==> src/shared/srmc_pkg.sv <==
package srmc_pkg;

    // ------------------------------------------------------------
    // Register map (software port, word index = byte address)
    // ------------------------------------------------------------
    localparam logic [3:0] ADDR_WDOG_CTRL = 4'h0;  // watchdog_control_register
    localparam logic [3:0] ADDR_CONFIG_LOW = 4'h1; // config_word_low (read only image)
    localparam logic [3:0] ADDR_STATUS = 4'h2;     // regulator state, read only

    // ------------------------------------------------------------
    // Field positions
    // ------------------------------------------------------------
    localparam int BIT_STANDBY_SELECT = 7; // sleep_standby_select
    localparam int BIT_DEEP_ENABLE = 4;    // sleep_deep_regulator_enable
    localparam int BIT_CONFIG_OFF = 0;     // deep_regulator_config_off

    // ------------------------------------------------------------
    // Reset values and timing
    // ------------------------------------------------------------
    localparam logic [7:0] WDOG_CTRL_RESET = 8'h00;
    localparam int CLK_PERIOD_PS = 5000;
    localparam int WAKE_HOLD_US = 250;
    // Least time, rounded up to whole cycles
    localparam int WAKE_HOLD_CYCLES = (WAKE_HOLD_US * 1000000 + CLK_PERIOD_PS - 1) / CLK_PERIOD_PS;

    // ------------------------------------------------------------
    // Types
    // ------------------------------------------------------------
    typedef enum logic [2:0] {
        SRMC_REG_NORMAL,
        SRMC_REG_STANDBY,
        SRMC_REG_ULTRA,
        SRMC_REG_BYPASS,
        SRMC_REG_RESERVED
    } srmc_reg_mode_t;

    typedef enum logic [1:0] {
        SRMC_ST_RUN,
        SRMC_ST_SLEEP,
        SRMC_ST_WAKE_HOLD
    } srmc_state_t;

    // Software register port
    typedef struct packed {
        logic [3:0] addr;
        logic [7:0] wdata;
        logic wr;
        logic rd;
    } srmc_bus_req_t;

    // Drive towards the regulator and reference circuits
    typedef struct packed {
        srmc_reg_mode_t mode;
        logic refs_on;
        logic ref_wake_allow;
    } srmc_reg_ctrl_t;

endpackage : srmc_pkg

==> src/rtl/srmc_wake_timer.sv <==
`timescale 1ns/1ps
module srmc_wake_timer #(
    parameter int HOLD_CYCLES = srmc_pkg::WAKE_HOLD_CYCLES
) (
    input wire logic clk,
    input wire logic reset,
    input wire logic start,
    output logic busy,
    output logic done
);
    localparam int CW = $clog2(HOLD_CYCLES + 1);

    typedef struct packed {
        logic [CW-1:0] count;
        logic run;
        logic done;
    } srmc_timer_state_t;

    srmc_timer_state_t state;
    srmc_timer_state_t next_state;

    // ------------------------------------------------------------
    // Down counter, one-cycle done pulse at expiry
    // ------------------------------------------------------------
    always_comb begin
        next_state = state;
        next_state.done = 1'b0;
        if (start) begin
            next_state.count = CW'(HOLD_CYCLES - 1);
            next_state.run = 1'b1;
        end else if (state.run) begin
            if (state.count == '0) begin
                next_state.run = 1'b0;
                next_state.done = 1'b1;
            end else begin
                next_state.count = state.count - CW'(1);
            end
        end
    end

    always_ff @(posedge clk or posedge reset) begin
        if (reset) begin
            state <= '0;
        end else begin
            state <= next_state;
        end
    end

    assign busy = state.run;
    assign done = state.done;
endmodule : srmc_wake_timer

==> src/rtl/srmc_sleep_ctrl.sv <==
// Implementation choices: the strobed register port and the register addresses.
`timescale 1ns/1ps
// Notes on behaviour
// Standby select 1 gives standby regulator in Sleep; 0 keeps normal operation.
// Standby sleep places the regulator in its low-current standby state.
// Ultra low-power set by config inhibit bit 0 and control bit 4.
// Inhibit 0 with deep enable 1 selects ultra low-power, standby bit ignored.
// Low-voltage part: inhibit 1 means bypass; inhibit 0 is reserved.
// Low-voltage parts should be configured with inhibit 1 for lowest current.
// References switch off during ultra low-power Sleep.
// Reference-based interrupts cannot wake while references are off.
// Brown-out or low-voltage detect enabled keeps references on.
// Wake from ultra low-power Sleep holds execution about 250 us.
// Any wake restores normal regulator and references before execution resumes.
module srmc_sleep_ctrl #(
    parameter int WAKE_HOLD_CYCLES = srmc_pkg::WAKE_HOLD_CYCLES,
    parameter bit LOW_VOLTAGE_PART = 1'b0
) (
    input wire logic clk,
    input wire logic reset,
    input wire srmc_pkg::srmc_bus_req_t bus_req,
    output logic [7:0] rdata,
    input wire logic [7:0] config_word_low,
    input wire logic sleep_request,
    input wire logic wake_event,
    input wire logic wake_needs_ref,
    input wire logic brownout_reset_enable,
    input wire logic low_voltage_detect_enable,
    output srmc_pkg::srmc_reg_ctrl_t reg_ctrl,
    output logic asleep,
    output logic cpu_run
);

    // ------------------------------------------------------------
    // Mode decode
    // ------------------------------------------------------------
    function automatic srmc_pkg::srmc_reg_mode_t decode_mode(
        input logic standby_sel,
        input logic deep_en,
        input logic cfg_off,
        input logic lv_part
    );
        if (lv_part) begin
            decode_mode = cfg_off ? srmc_pkg::SRMC_REG_BYPASS : srmc_pkg::SRMC_REG_RESERVED;
        end else if (!cfg_off && deep_en) begin
            decode_mode = srmc_pkg::SRMC_REG_ULTRA;
        end else if (standby_sel) begin
            decode_mode = srmc_pkg::SRMC_REG_STANDBY;
        end else begin
            decode_mode = srmc_pkg::SRMC_REG_NORMAL;
        end
    endfunction : decode_mode

    typedef struct packed {
        logic [7:0] wdog_ctrl;
        srmc_pkg::srmc_state_t fsm;
        srmc_pkg::srmc_reg_mode_t sleep_mode;
        logic [7:0] rdata;
        logic reserved_seen;
    } srmc_ctrl_state_t;

    srmc_ctrl_state_t state;
    srmc_ctrl_state_t next_state;

    logic timer_start;
    logic timer_busy;
    logic timer_done;
    srmc_pkg::srmc_reg_mode_t chosen_mode;
    logic refs_keep;
    logic refs_off;

    // Inhibit bit is read live; fuses do not change while running
    assign chosen_mode = decode_mode(state.wdog_ctrl[srmc_pkg::BIT_STANDBY_SELECT],
                                     state.wdog_ctrl[srmc_pkg::BIT_DEEP_ENABLE],
                                     config_word_low[srmc_pkg::BIT_CONFIG_OFF],
                                     LOW_VOLTAGE_PART);

    // References stay up when a supervisor needs them
    assign refs_keep = brownout_reset_enable || low_voltage_detect_enable;
    assign refs_off = (state.fsm == srmc_pkg::SRMC_ST_SLEEP)
                      && (state.sleep_mode == srmc_pkg::SRMC_REG_ULTRA) && !refs_keep;

    // Only the ultra mode pays the wake hold
    assign timer_start = (state.fsm == srmc_pkg::SRMC_ST_SLEEP) && wake_event
                         && !(refs_off && wake_needs_ref)
                         && (state.sleep_mode == srmc_pkg::SRMC_REG_ULTRA);

    // ------------------------------------------------------------
    // Next state: register port and sleep sequencing
    // ------------------------------------------------------------
    always_comb begin
        next_state = state;
        next_state.rdata = 8'h00;
        if (bus_req.wr && bus_req.addr == srmc_pkg::ADDR_WDOG_CTRL) begin
            next_state.wdog_ctrl = bus_req.wdata;
        end
        if (bus_req.rd) begin
            unique case (bus_req.addr)
                srmc_pkg::ADDR_WDOG_CTRL: next_state.rdata = state.wdog_ctrl;
                srmc_pkg::ADDR_CONFIG_LOW: next_state.rdata = config_word_low;
                srmc_pkg::ADDR_STATUS: next_state.rdata = {state.reserved_seen, refs_off,
                                                           timer_busy, 5'(state.sleep_mode)};
                default: next_state.rdata = 8'h00;
            endcase
        end
        unique case (state.fsm)
            srmc_pkg::SRMC_ST_RUN: begin
                if (sleep_request) begin
                    next_state.fsm = srmc_pkg::SRMC_ST_SLEEP;
                    next_state.sleep_mode = chosen_mode;
                    // Reserved combination: stay in normal regulation, flag it
                    if (chosen_mode == srmc_pkg::SRMC_REG_RESERVED) begin
                        next_state.sleep_mode = srmc_pkg::SRMC_REG_NORMAL;
                        next_state.reserved_seen = 1'b1;
                    end
                end
            end
            srmc_pkg::SRMC_ST_SLEEP: begin
                // Reference-based sources are deaf while references are off
                if (wake_event && !(refs_off && wake_needs_ref)) begin
                    next_state.sleep_mode = srmc_pkg::SRMC_REG_NORMAL;
                    next_state.fsm = timer_start ? srmc_pkg::SRMC_ST_WAKE_HOLD
                                                 : srmc_pkg::SRMC_ST_RUN;
                end
            end
            srmc_pkg::SRMC_ST_WAKE_HOLD: begin
                if (timer_done) begin
                    next_state.fsm = srmc_pkg::SRMC_ST_RUN;
                end
            end
            default: next_state.fsm = srmc_pkg::SRMC_ST_RUN;
        endcase
    end

    always_ff @(posedge clk or posedge reset) begin
        if (reset) begin
            state.wdog_ctrl <= srmc_pkg::WDOG_CTRL_RESET;
            state.fsm <= srmc_pkg::SRMC_ST_RUN;
            state.sleep_mode <= srmc_pkg::SRMC_REG_NORMAL;
            state.rdata <= 8'h00;
            state.reserved_seen <= 1'b0;
        end else begin
            state <= next_state;
        end
    end

    // ------------------------------------------------------------
    // Wake hold timer
    // ------------------------------------------------------------
    srmc_wake_timer #(
        .HOLD_CYCLES(WAKE_HOLD_CYCLES)
    ) u_wake_timer (
        .clk(clk),
        .reset(reset),
        .start(timer_start),
        .busy(timer_busy),
        .done(timer_done)
    );

    // Outputs: normal regulator and references already back during hold
    always_comb begin
        reg_ctrl.mode = state.sleep_mode;
        reg_ctrl.refs_on = !refs_off;
        reg_ctrl.ref_wake_allow = !refs_off;
    end
    assign rdata = state.rdata;
    assign asleep = (state.fsm == srmc_pkg::SRMC_ST_SLEEP);
    assign cpu_run = (state.fsm == srmc_pkg::SRMC_ST_RUN);

endmodule : srmc_sleep_ctrl

==> config.mk <==
export PLATFORM = sky130hd
export DESIGN_NAME = srmc_sleep_ctrl
export DESIGN_NICKNAME = d
export VERILOG_FILES = /design/src/shared/srmc_pkg.sv /design/src/rtl/srmc_wake_timer.sv /design/src/rtl/srmc_sleep_ctrl.sv
export SDC_FILE = /design/constraint.sdc
export NUM_CORES = 1
export LEC_CHECK = 0
export CAP_MARGIN = 20
export CELL_PAD_IN_SITES_DETAIL_PLACEMENT = 1
export CELL_PAD_IN_SITES_GLOBAL_PLACEMENT = 1
export CORE_UTILIZATION = 43
export CTS_CLUSTER_DIAMETER = 80
export CTS_CLUSTER_SIZE = 28
export DETAILED_ROUTE_END_ITERATION = 16
export DONT_BUFFER_PORTS = 1
export PLACE_DENSITY = 0.78
export SYNTH_ARGS = -nofsm -noshare
export SYNTH_HDL_FRONTEND = slang
export SYNTH_SLANG_ARGS = --single-unit
==> constraint.sdc <==
create_clock -name clk -period 1.6 [get_ports clk]
set_input_delay 0.08 -clock clk [delete_from_list [all_inputs] [get_ports clk]]
set_output_delay 0.08 -clock clk [all_outputs]
set_load 0.01 [all_outputs]
* After elaboration in Yosys (flattened, before gate mapping)
Cells that the tools add are included.
** Word-level totals
- Word-level logic and storage cells :: 58
- Register bits after elaboration :: 40
- Bits of input ports :: 29
- Output and inout bits :: 15
** Cells by class
- Mux-type cells :: 16
- Eq/ne operators :: 10
- Add/subtract/negate cells :: 1
- Reduce and logical (&&, ||, !) cells :: 23
** Operators by type and width (count)
- 8-bit case mux with 3 select lines :: 1
- 18-bit 2-to-1 mux :: 1
- 17-bit 2-to-1 mux :: 1
- 16-bit logical NOT :: 1
- 16-bit 2-to-1 mux :: 1
- 16-bit by 1-bit subtractor with 16-bit output, second input constant :: 1
- 5-bit 2-to-1 mux :: 2
- 1-bit logical AND :: 9
- 3-bit AND reduction :: 3
- 2-bit 2-to-1 mux :: 4
- 8-bit 2-to-1 mux :: 1
- 2-bit case mux with 3 select lines :: 1
- 3-bit case mux with 2 select lines :: 1
- 4-bit by 1-bit == test with 1-bit output, second input constant :: 1
- 4-bit by 2-bit == test with 1-bit output, second input constant :: 1
- 1-bit logical NOT :: 4
- 4-bit logical NOT :: 1
- 2-bit by 1-bit != test with 1-bit output, second input constant :: 2
- 2-bit != test, second input constant :: 2
- 2-bit nonzero test :: 2
- 3-bit by 2-bit == test with 1-bit output, second input constant :: 1
- 3-bit == test, second input constant :: 1
- 3-bit 2-to-1 mux :: 1
- 2-bit by 1-bit == test with 1-bit output, second input constant :: 1
- 5 further kinds :: 6

* Logic depth before layout (Yosys ltp)
Gate-level depths: netlist (run 1).
- Depth after elaboration :: 10
- Depth in mapped cells :: 6
- Gate-level depth less buffers :: 6

* Hierarchy
From an unflattened synthesis (run 1), not the netlist that was laid out.
** Second synthesis, totals
- Cell total of the unflattened synthesis :: 198
- Area total of the unflattened synthesis :: 2070.7 µm²
** Modules (own cells, without submodules)
- srmc_sleep_ctrl :: seq. area each 500.5 µm², times used 1, area each 1058.5 µm², cells an instance 92
- srmc_wake_timer :: seq. area each 450.4 µm², times used 1, area each 1012.2 µm², cells an instance 106

* Least setup slack after synthesis (run 1)
No wires, ideal clock.
- Path type :: register to register
- Start :: register u_wake_timer.state[7] (netlist name)
- End :: register u_wake_timer.state[10] (netlist name)
- Buffers on the path :: 0
- Cell stages (with the launch flop) :: 4
- Path slack :: -0.023 ns
- Clock period less this slack :: 1.623 ns
- Setup time :: 0.124 ns
- Arrival time :: 1.499 ns
- Required time :: 1.476 ns
- Cell sequence :: dfrtp_1 > or3_4 > or3_1 > a211o_2
** Between the ends
- Cells in the longest elaborated chain, start to end :: 4
- Elaborated cells on any way between the ends :: 7
- Those cells by class :: add/sub: 1; eq/ne: 1; mux: 3; reduce/logical: 2
** Ends and longest elaborated chain
- from (decl) :: line srmc_wake_timer.sv:19 : srmc_timer_state_t state;
- from (signal assigned) :: line srmc_wake_timer.sv:45 : state <= next_state;
- 16-bit by 1-bit subtractor with 16-bit output :: line srmc_wake_timer.sv:36 : next_state.count = state.count - CW'(1);
- 16-bit 2-to-1 mux :: line srmc_wake_timer.sv:32 : if (state.count == '0) begin
- 18-bit 2-to-1 mux :: line srmc_wake_timer.sv:31 : end else if (state.run) begin
- 17-bit 2-to-1 mux :: line srmc_wake_timer.sv:28 : if (start) begin
Several ways; a longest one is shown, not always the timed one. The select of a mux whose other input is x is not followed.
A chain may end at the register's enable or synchronous reset.

* Worst setup path after layout (run 1)
- Start :: register u_wake_timer.state[3] (netlist name)
- End :: register u_wake_timer.state[15] (netlist name)
The elaborated chain is that of the path after synthesis.

==> out/metrics.csv, run 1 <==
metric,value,unit
status,"complete, but fails checks",
violations,setup timing,
clkTransAtPathRegs,0.08,ns
use_met3,6.75,%
crit_fanout,6,
yosysUniqueCellTypes,48,
grt_use_total,27.8,%
fmax,0.575,GHz
internal-power,0.00290,W
start_kind,register,
grt_overflow,0,
antenna_found_initial,0,
p_comb_share,44.0,%
async_flop_share,100,%
remaining_drc_errors,0,
peakVddDrop,0.667,mV
drive_gt1_share,38.6,%
syn-cell-area,2080,um^2
drt_iter0_markers,82,
clockRootBuffer,clkbuf_8,
rsz0062_at_grt,yes,
start_util,46.1,%
busiest_layer,met2,
use_met2,50.6,%
core,4500,um^2
grt_pass1_vias,2085,
antenna_cells,0,
clockBufferDepth,2,
criticalPathCategory,reg -> reg,
ys_ff_latch,38,
postPlaceCellArea,2240,um^2
rows,24,
areaGrowthSynthToFinish,38.7,%
end_kind,register,
fin_ws,-0.140,ns
postSynthCellCount,203,
placedCellCount,266,
cts_buffers,5,
h-tree-depth,2,
worst_ep_arrival_time,1.97,ns
fin_total_pwr,0.00447,W
synth_top_area_share,45.8,%
cp.required,1.83,ns
gp_congestion,0.832,
synth_nets,233,
insertion_delay,0.30,ns
synth-main-ff-cell,dfrtp_1,
grt_max_degree,39,
dp_hpwl,3790,um
fp.dieH,71.5,um
fin_crit_sh,109,%
finalSetupViolations,11,
min_period,1.74,ns
final_core_util,64.0,%
synth_top_area_cell,dfrtp_1,
p_sw_share,35.3,%
synth_seq_area_share,45.8,%
design_area,2880,um^2
pwr-share-seq,32.7,%
wl_per_cell,22.3,um
pre_cts_slack,-0.215,ns
slew_viol_final,0,
synthTopCellsByArea,"dfrtp_1, mux2i_1, buf_4",
hold_path_depth,2,
first_pass_iters,4,
io_buffers,0,
hp-class,in -> reg,
finalHoldViolations,0,
power_density,1550,nW/um^2
rr_worst_depth,7,
vias,1866,
cellLeakagePower,1.26,nW
grt_first_pass_wirelength,10600,um
cts_sinks,38,
yosys-top-cells-count,"dfrtp_1, nor2_1, nand2_1, buf_4, mux2i_1",
drt-total-wl,6820,um
max_cap_violations,0,
worst_pin_slew,0.508,ns
die_area,5120,um^2
final_nets,283,
cts_tree,yes,
avgSynthCellArea,10.2,um^2
stdcell_count,306,
fillers,472,
avgViaCountPerCell,6.10,
yosys_warnings,0,
yosysMostFrequentCell,dfrtp_1,
slew_headroom,66.1,%
die_w,71.5,um
ant_nets,0,
synth_edf_count,0,
use_met1,29.8,%
clkPwrFrac,23.3,%
p_switching,0.00158,W
io_pins,44,
skew,0.00530,ns
final timing paths:
path | start | to | slack (ns)
min reg2reg | state[19]$_DFFE_PP0P_ | state[19]$_DFFE_PP0P_ | 0.52
min in group asynchronous | reset | u_wake_timer.state[4]$_DFFE_PP0P_ | 0.36
max in group asynchronous | reset | u_wake_timer.state[12]$_DFFE_PP0P_ | 0.88
max reg2reg | u_wake_timer.state[3]$_DFFE_PP0P_ | u_wake_timer.state[15]$_DFFE_PP0P_ | -0.14
min | sleep_request | reg_ctrl[3]$_DFFE_PP0P_ | 0.02
max | u_wake_timer.state[3]$_DFFE_PP0P_ | u_wake_timer.state[15]$_DFFE_PP0P_ | -0.14
repair_timing:
| action | CTS | global route |
|---|---|---|
| setup endpoints to repair | 17 | 18 |
| hold buffers | 20 | 0 |
| cloned | 1 | 0 |
| setup buffers | 8 | 3 |
| hold endpoints to repair | 52 | 0 |
| pin swaps | 15 | 12 |
| resized for setup | 18 | 21 |
final cells by class:
| type | count | area, um^2 | area share (%) |
|---|---|---|---|
| Clock buffer | 6 | 82.6 | 2.86 |
| Clock inverter | 2 | 60.1 | 2.08 |
| Inverter | 4 | 15.0 | 0.521 |
| Multi-Input combinational cell | 145 | 1210 | 41.9 |
| Sequential cell | 38 | 951 | 33.0 |
| Tap cell | 52 | 65.1 | 2.26 |
| Timing Repair Buffer | 59 | 500 | 17.4 |
stage by stage:
stage               hold slack (ns)  setup TNS (ns)
finish                       0.0180          -0.658
floorplan                     0.184         -0.0155
global placement              0.112          -0.777
detailed placement            0.121           -2.12
global route                 0.0262           -1.47
CTS                         0.00802          -0.451
routing by layer:
metal | vias to the layer above | wire length (um)
met5 | - | 0
met4 | 0 | 287
met3 | 28 | 309
met2 | 65 | 3600
met1 | 945 | 2620
li1 | 828 | -
sequential cells by signal, indices dropped and copies added (netlist names):
signal	count
u_wake_timer.done	1
u_wake_timer.busy	1
rdata	8
reg_ctrl	2
u_wake_timer.state	16
state	10
cells in the final DEF, fill, tap and decap left out, types with 5 or more instances in the layout:
| master | instances |
|---|---|
| a21oi_1 | 6 |
| buf_4 | 37 |
| clkbuf_8 | 6 |
| dfrtp_1 | 38 |
| dlygate4sd3_1 | 20 |
| mux2_2 | 8 |
| mux2i_1 | 12 |
| nand2_1 | 13 |
| nor2_1 | 24 |
| nor4_4 | 5 |
| o21ai_0 | 5 |
logic make-up after synthesis:
logic type | share of synthesized area [%]
simple gates | 27.6
flops | 45.8
compound gates | 9.63
buf+inv | 6.14
mux | 10.1
fa+ha+maj | 0.602
other cells | 0.180
worst max-delay path: stages (launching register included):
cell and delay [ns]:
dfrtp_1 0.40, inv_2 0.07, ha_4 0.17, nor4b_4 0.13, buf_6 0.15, a211o_1 0.27
or3_4 0.34, a21oi_4 0.14
power by group through the flow:
stage	logic, W	registers [W]	clock network, W
3_5_place_dp	0.00133	0.00145	0
3_3_place_gp	0.00123	0.00143	0
5_1_grt	0.00210	0.00149	0.00109
2_1_floorplan	0.000757	0.00146	0
6_report	0.00197	0.00146	0.00104
4_1_cts	0.00169	0.00143	0.00103
Power figures use the tool's default switching activity.
==> run 2: changes to the inputs <==
CORE_UTILIZATION = 45   (was 43)
CTS_BUF_LIST = sky130_fd_sc_hd__clkbuf_2 sky130_fd_sc_hd__clkbuf_4 sky130_fd_sc_hd__clkbuf_8   (was default)
PLACE_DENSITY = 0.81   (was 0.78)
TNS_END_PERCENT = 1   (was default)
==> run 2 against run 1 <==
- the run still ends with setup timing left
- critical path depth shrank 3
- sequential share of layout area grew 2.3 points
- final area shrank 6.6%
- non-clock buffer count shrank 6
- final cell count shrank 2.3%
- register-to-register slack lost 0.02 ns
- global-route usage shrank 1.1 points
- die area shrank 4.3%
- combinational power shrank 20%
- critical endpoint is now u_wake_timer.state[17]$_DFFE_PP0P_
- largest cell class unchanged
==> out/metrics.csv, run 2 (synthesized netlist as in run 1, its figures left out) <==
metric,value,unit
areaGrowthSynthToFinish,29.6,%
core,4380,um^2
ant_nets,0,
pwr-share-seq,36.3,%
clkPwrFrac,24.7,%
largest_register,u_wake_timer.state,
drive_gt1_share,30.8,%
clockBufferDepth,2,
grt_max_degree,39,
design_area,2690,um^2
largest_reg_flops,16,
postPlaceCellArea,2270,um^2
rows,24,
remaining_drc_errors,0,
final_cell_mix,"dfrtp_1, buf_4, nor2_1, dlygate4sd3_1",
status,"complete, but fails checks",
pre_cts_slack,-0.192,ns
finalHoldViolations,0,
skew,0.00432,ns
wl_per_cell,20.7,um
min_period,1.76,ns
vias,1785,
multi_input_area,1070,um^2
p_switching,0.00136,W
worst_ep_arrival_time,1.94,ns
drt_iter0_markers,80,
grt_use_total,26.7,%
end_kind,register,
fillers,470,
violations,setup timing,
fmax,0.567,GHz
fin_total_pwr,0.00406,W
drt-total-wl,6180,um
start_kind,register,
grt_first_pass_wirelength,9970,um
grt_overflow,0,
cp.required,1.78,ns
crit_fanout,5,
reg.largest.list,"u_wake_timer.state: 16 flops, state: 10 flops, rdata: 8 flops",
h-tree-depth,2,
p_sw_share,33.5,%
io_buffers,0,
fin_crit_sh,110,%
start_util,47.4,%
hold_ws,0.00791,ns
power_density,1510,nW/um^2
clockRootBuffer,clkbuf_8,
slew_viol_final,0,
final_nets,276,
cts_sinks,38,
fin_ws,-0.163,ns
fin_setup_tns,-1.10,ns
peakVddDrop,0.635,mV
grt_pass1_vias,2007,
cellLeakagePower,1.19,nW
gp_congestion,0.895,
p_comb_share,39.0,%
max_cap_violations,0,
fp.dieH,70.0,um
first_pass_iters,4,
io_pins,44,
rsz0062_at_grt,yes,
final_common_cell,dfrtp_1,
ff_latch_area,951,um^2
insertion_delay,0.29,ns
die_w,70.0,um
dp_hpwl,4130,um
cts_tree,yes,
hp-class,in -> reg,
antenna_cells,0,
internal-power,0.00270,W
clkTransAtPathRegs,0.08,ns
avgViaCountPerCell,5.97,
finalSetupViolations,15,
cts_buffers,5,
criticalPathCategory,reg -> reg,
die_area,4890,um^2
antenna_found_initial,0,
run 2: per-layer routing:
metal / vias up / wire, um / GRT usage (%)
met5: - / 0 / 0
met1: 911 / 2290 / 28.5
met4: 0 / 147 / 10.4
met2: 53 / 3510 / 51.4
met3: 13 / 237 / 4.62
li1: 808 / - / -
run 2: repair_timing:
item                       in CTS  in global routing
pin swaps                       9                  4
hold endpoints to repair       51                  0
gates resized for setup         7                  8
gates cloned                    0                  0
hold buffers                   20                  0
setup endpoints to repair      16                 18
buffers inserted                1                  0
run 2: layout make-up:
| cell class | instances | area share, % |
|---|---|---|
| sequential | 38 | 35.3 |
| clock buffer | 6 | 3.07 |
| inverter | 4 | 0.558 |
| clock inverter | 2 | 2.23 |
| tap | 52 | 2.42 |
| timing repair buffer | 53 | 16.6 |
| multi-input combinational | 144 | 39.8 |
run 2: worst max-delay path: stages (launching register included):
cell and delay (ns):
dfrtp_1 0.48, or4_1 0.51, a211oi_1 0.34, and4bb_2 0.29
a21oi_2 0.04
run 2: path summary, 6_finish.rpt:
| path | from | to | slack [ns] | cells after the start |
|---|---|---|---|---|
| worst max-delay path | u_wake_timer.state[15]$_DFFE_PP0P_ | u_wake_timer.state[17]$_DFFE_PP0P_ | -0.16 | 4 |
| worst min-delay path | sleep_request | reg_ctrl[3]$_DFFE_PP0P_ | 0.008 | 2 |
| worst max register to register | u_wake_timer.state[15]$_DFFE_PP0P_ | u_wake_timer.state[17]$_DFFE_PP0P_ | -0.16 | 4 |
| worst min register to register | u_wake_timer.done$_DFF_PP0_ | state[13]$_DFFE_PP0P_ | 0.51 | 3 |
| max in group asynchronous | reset | u_wake_timer.state[15]$_DFFE_PP0P_ | 0.92 | 3 |
| min in group asynchronous | reset | state[19]$_DFFE_PP0P_ | 0.36 | 3 |
run 2: power groups by stage:
| stage | Combinational (W) | Clock, W | Sequential [W] |
|---|---|---|---|
| final | 0.00158 | 0.00100 | 0.00147 |
| after CTS | 0.00154 | 0.00102 | 0.00146 |
| after detailed placement | 0.00140 | 0 | 0.00146 |
| after floorplan | 0.000755 | 0 | 0.00146 |
| after global placement | 0.00128 | 0 | 0.00143 |
| after global routing | 0.00172 | 0.00105 | 0.00150 |
run 2: stage by stage:
| step | util [%] | cells |
|---|---|---|
| 6_report | 61.4 | 299 |
| 5_1_grt | 61.4 | 299 |
| 4_1_cts | 60.7 | 299 |
| 3_5_place_dp | 51.8 | 270 |
| 3_3_place_gp | 51.8 | 270 |
| 2_1_floorplan | - | 203 |
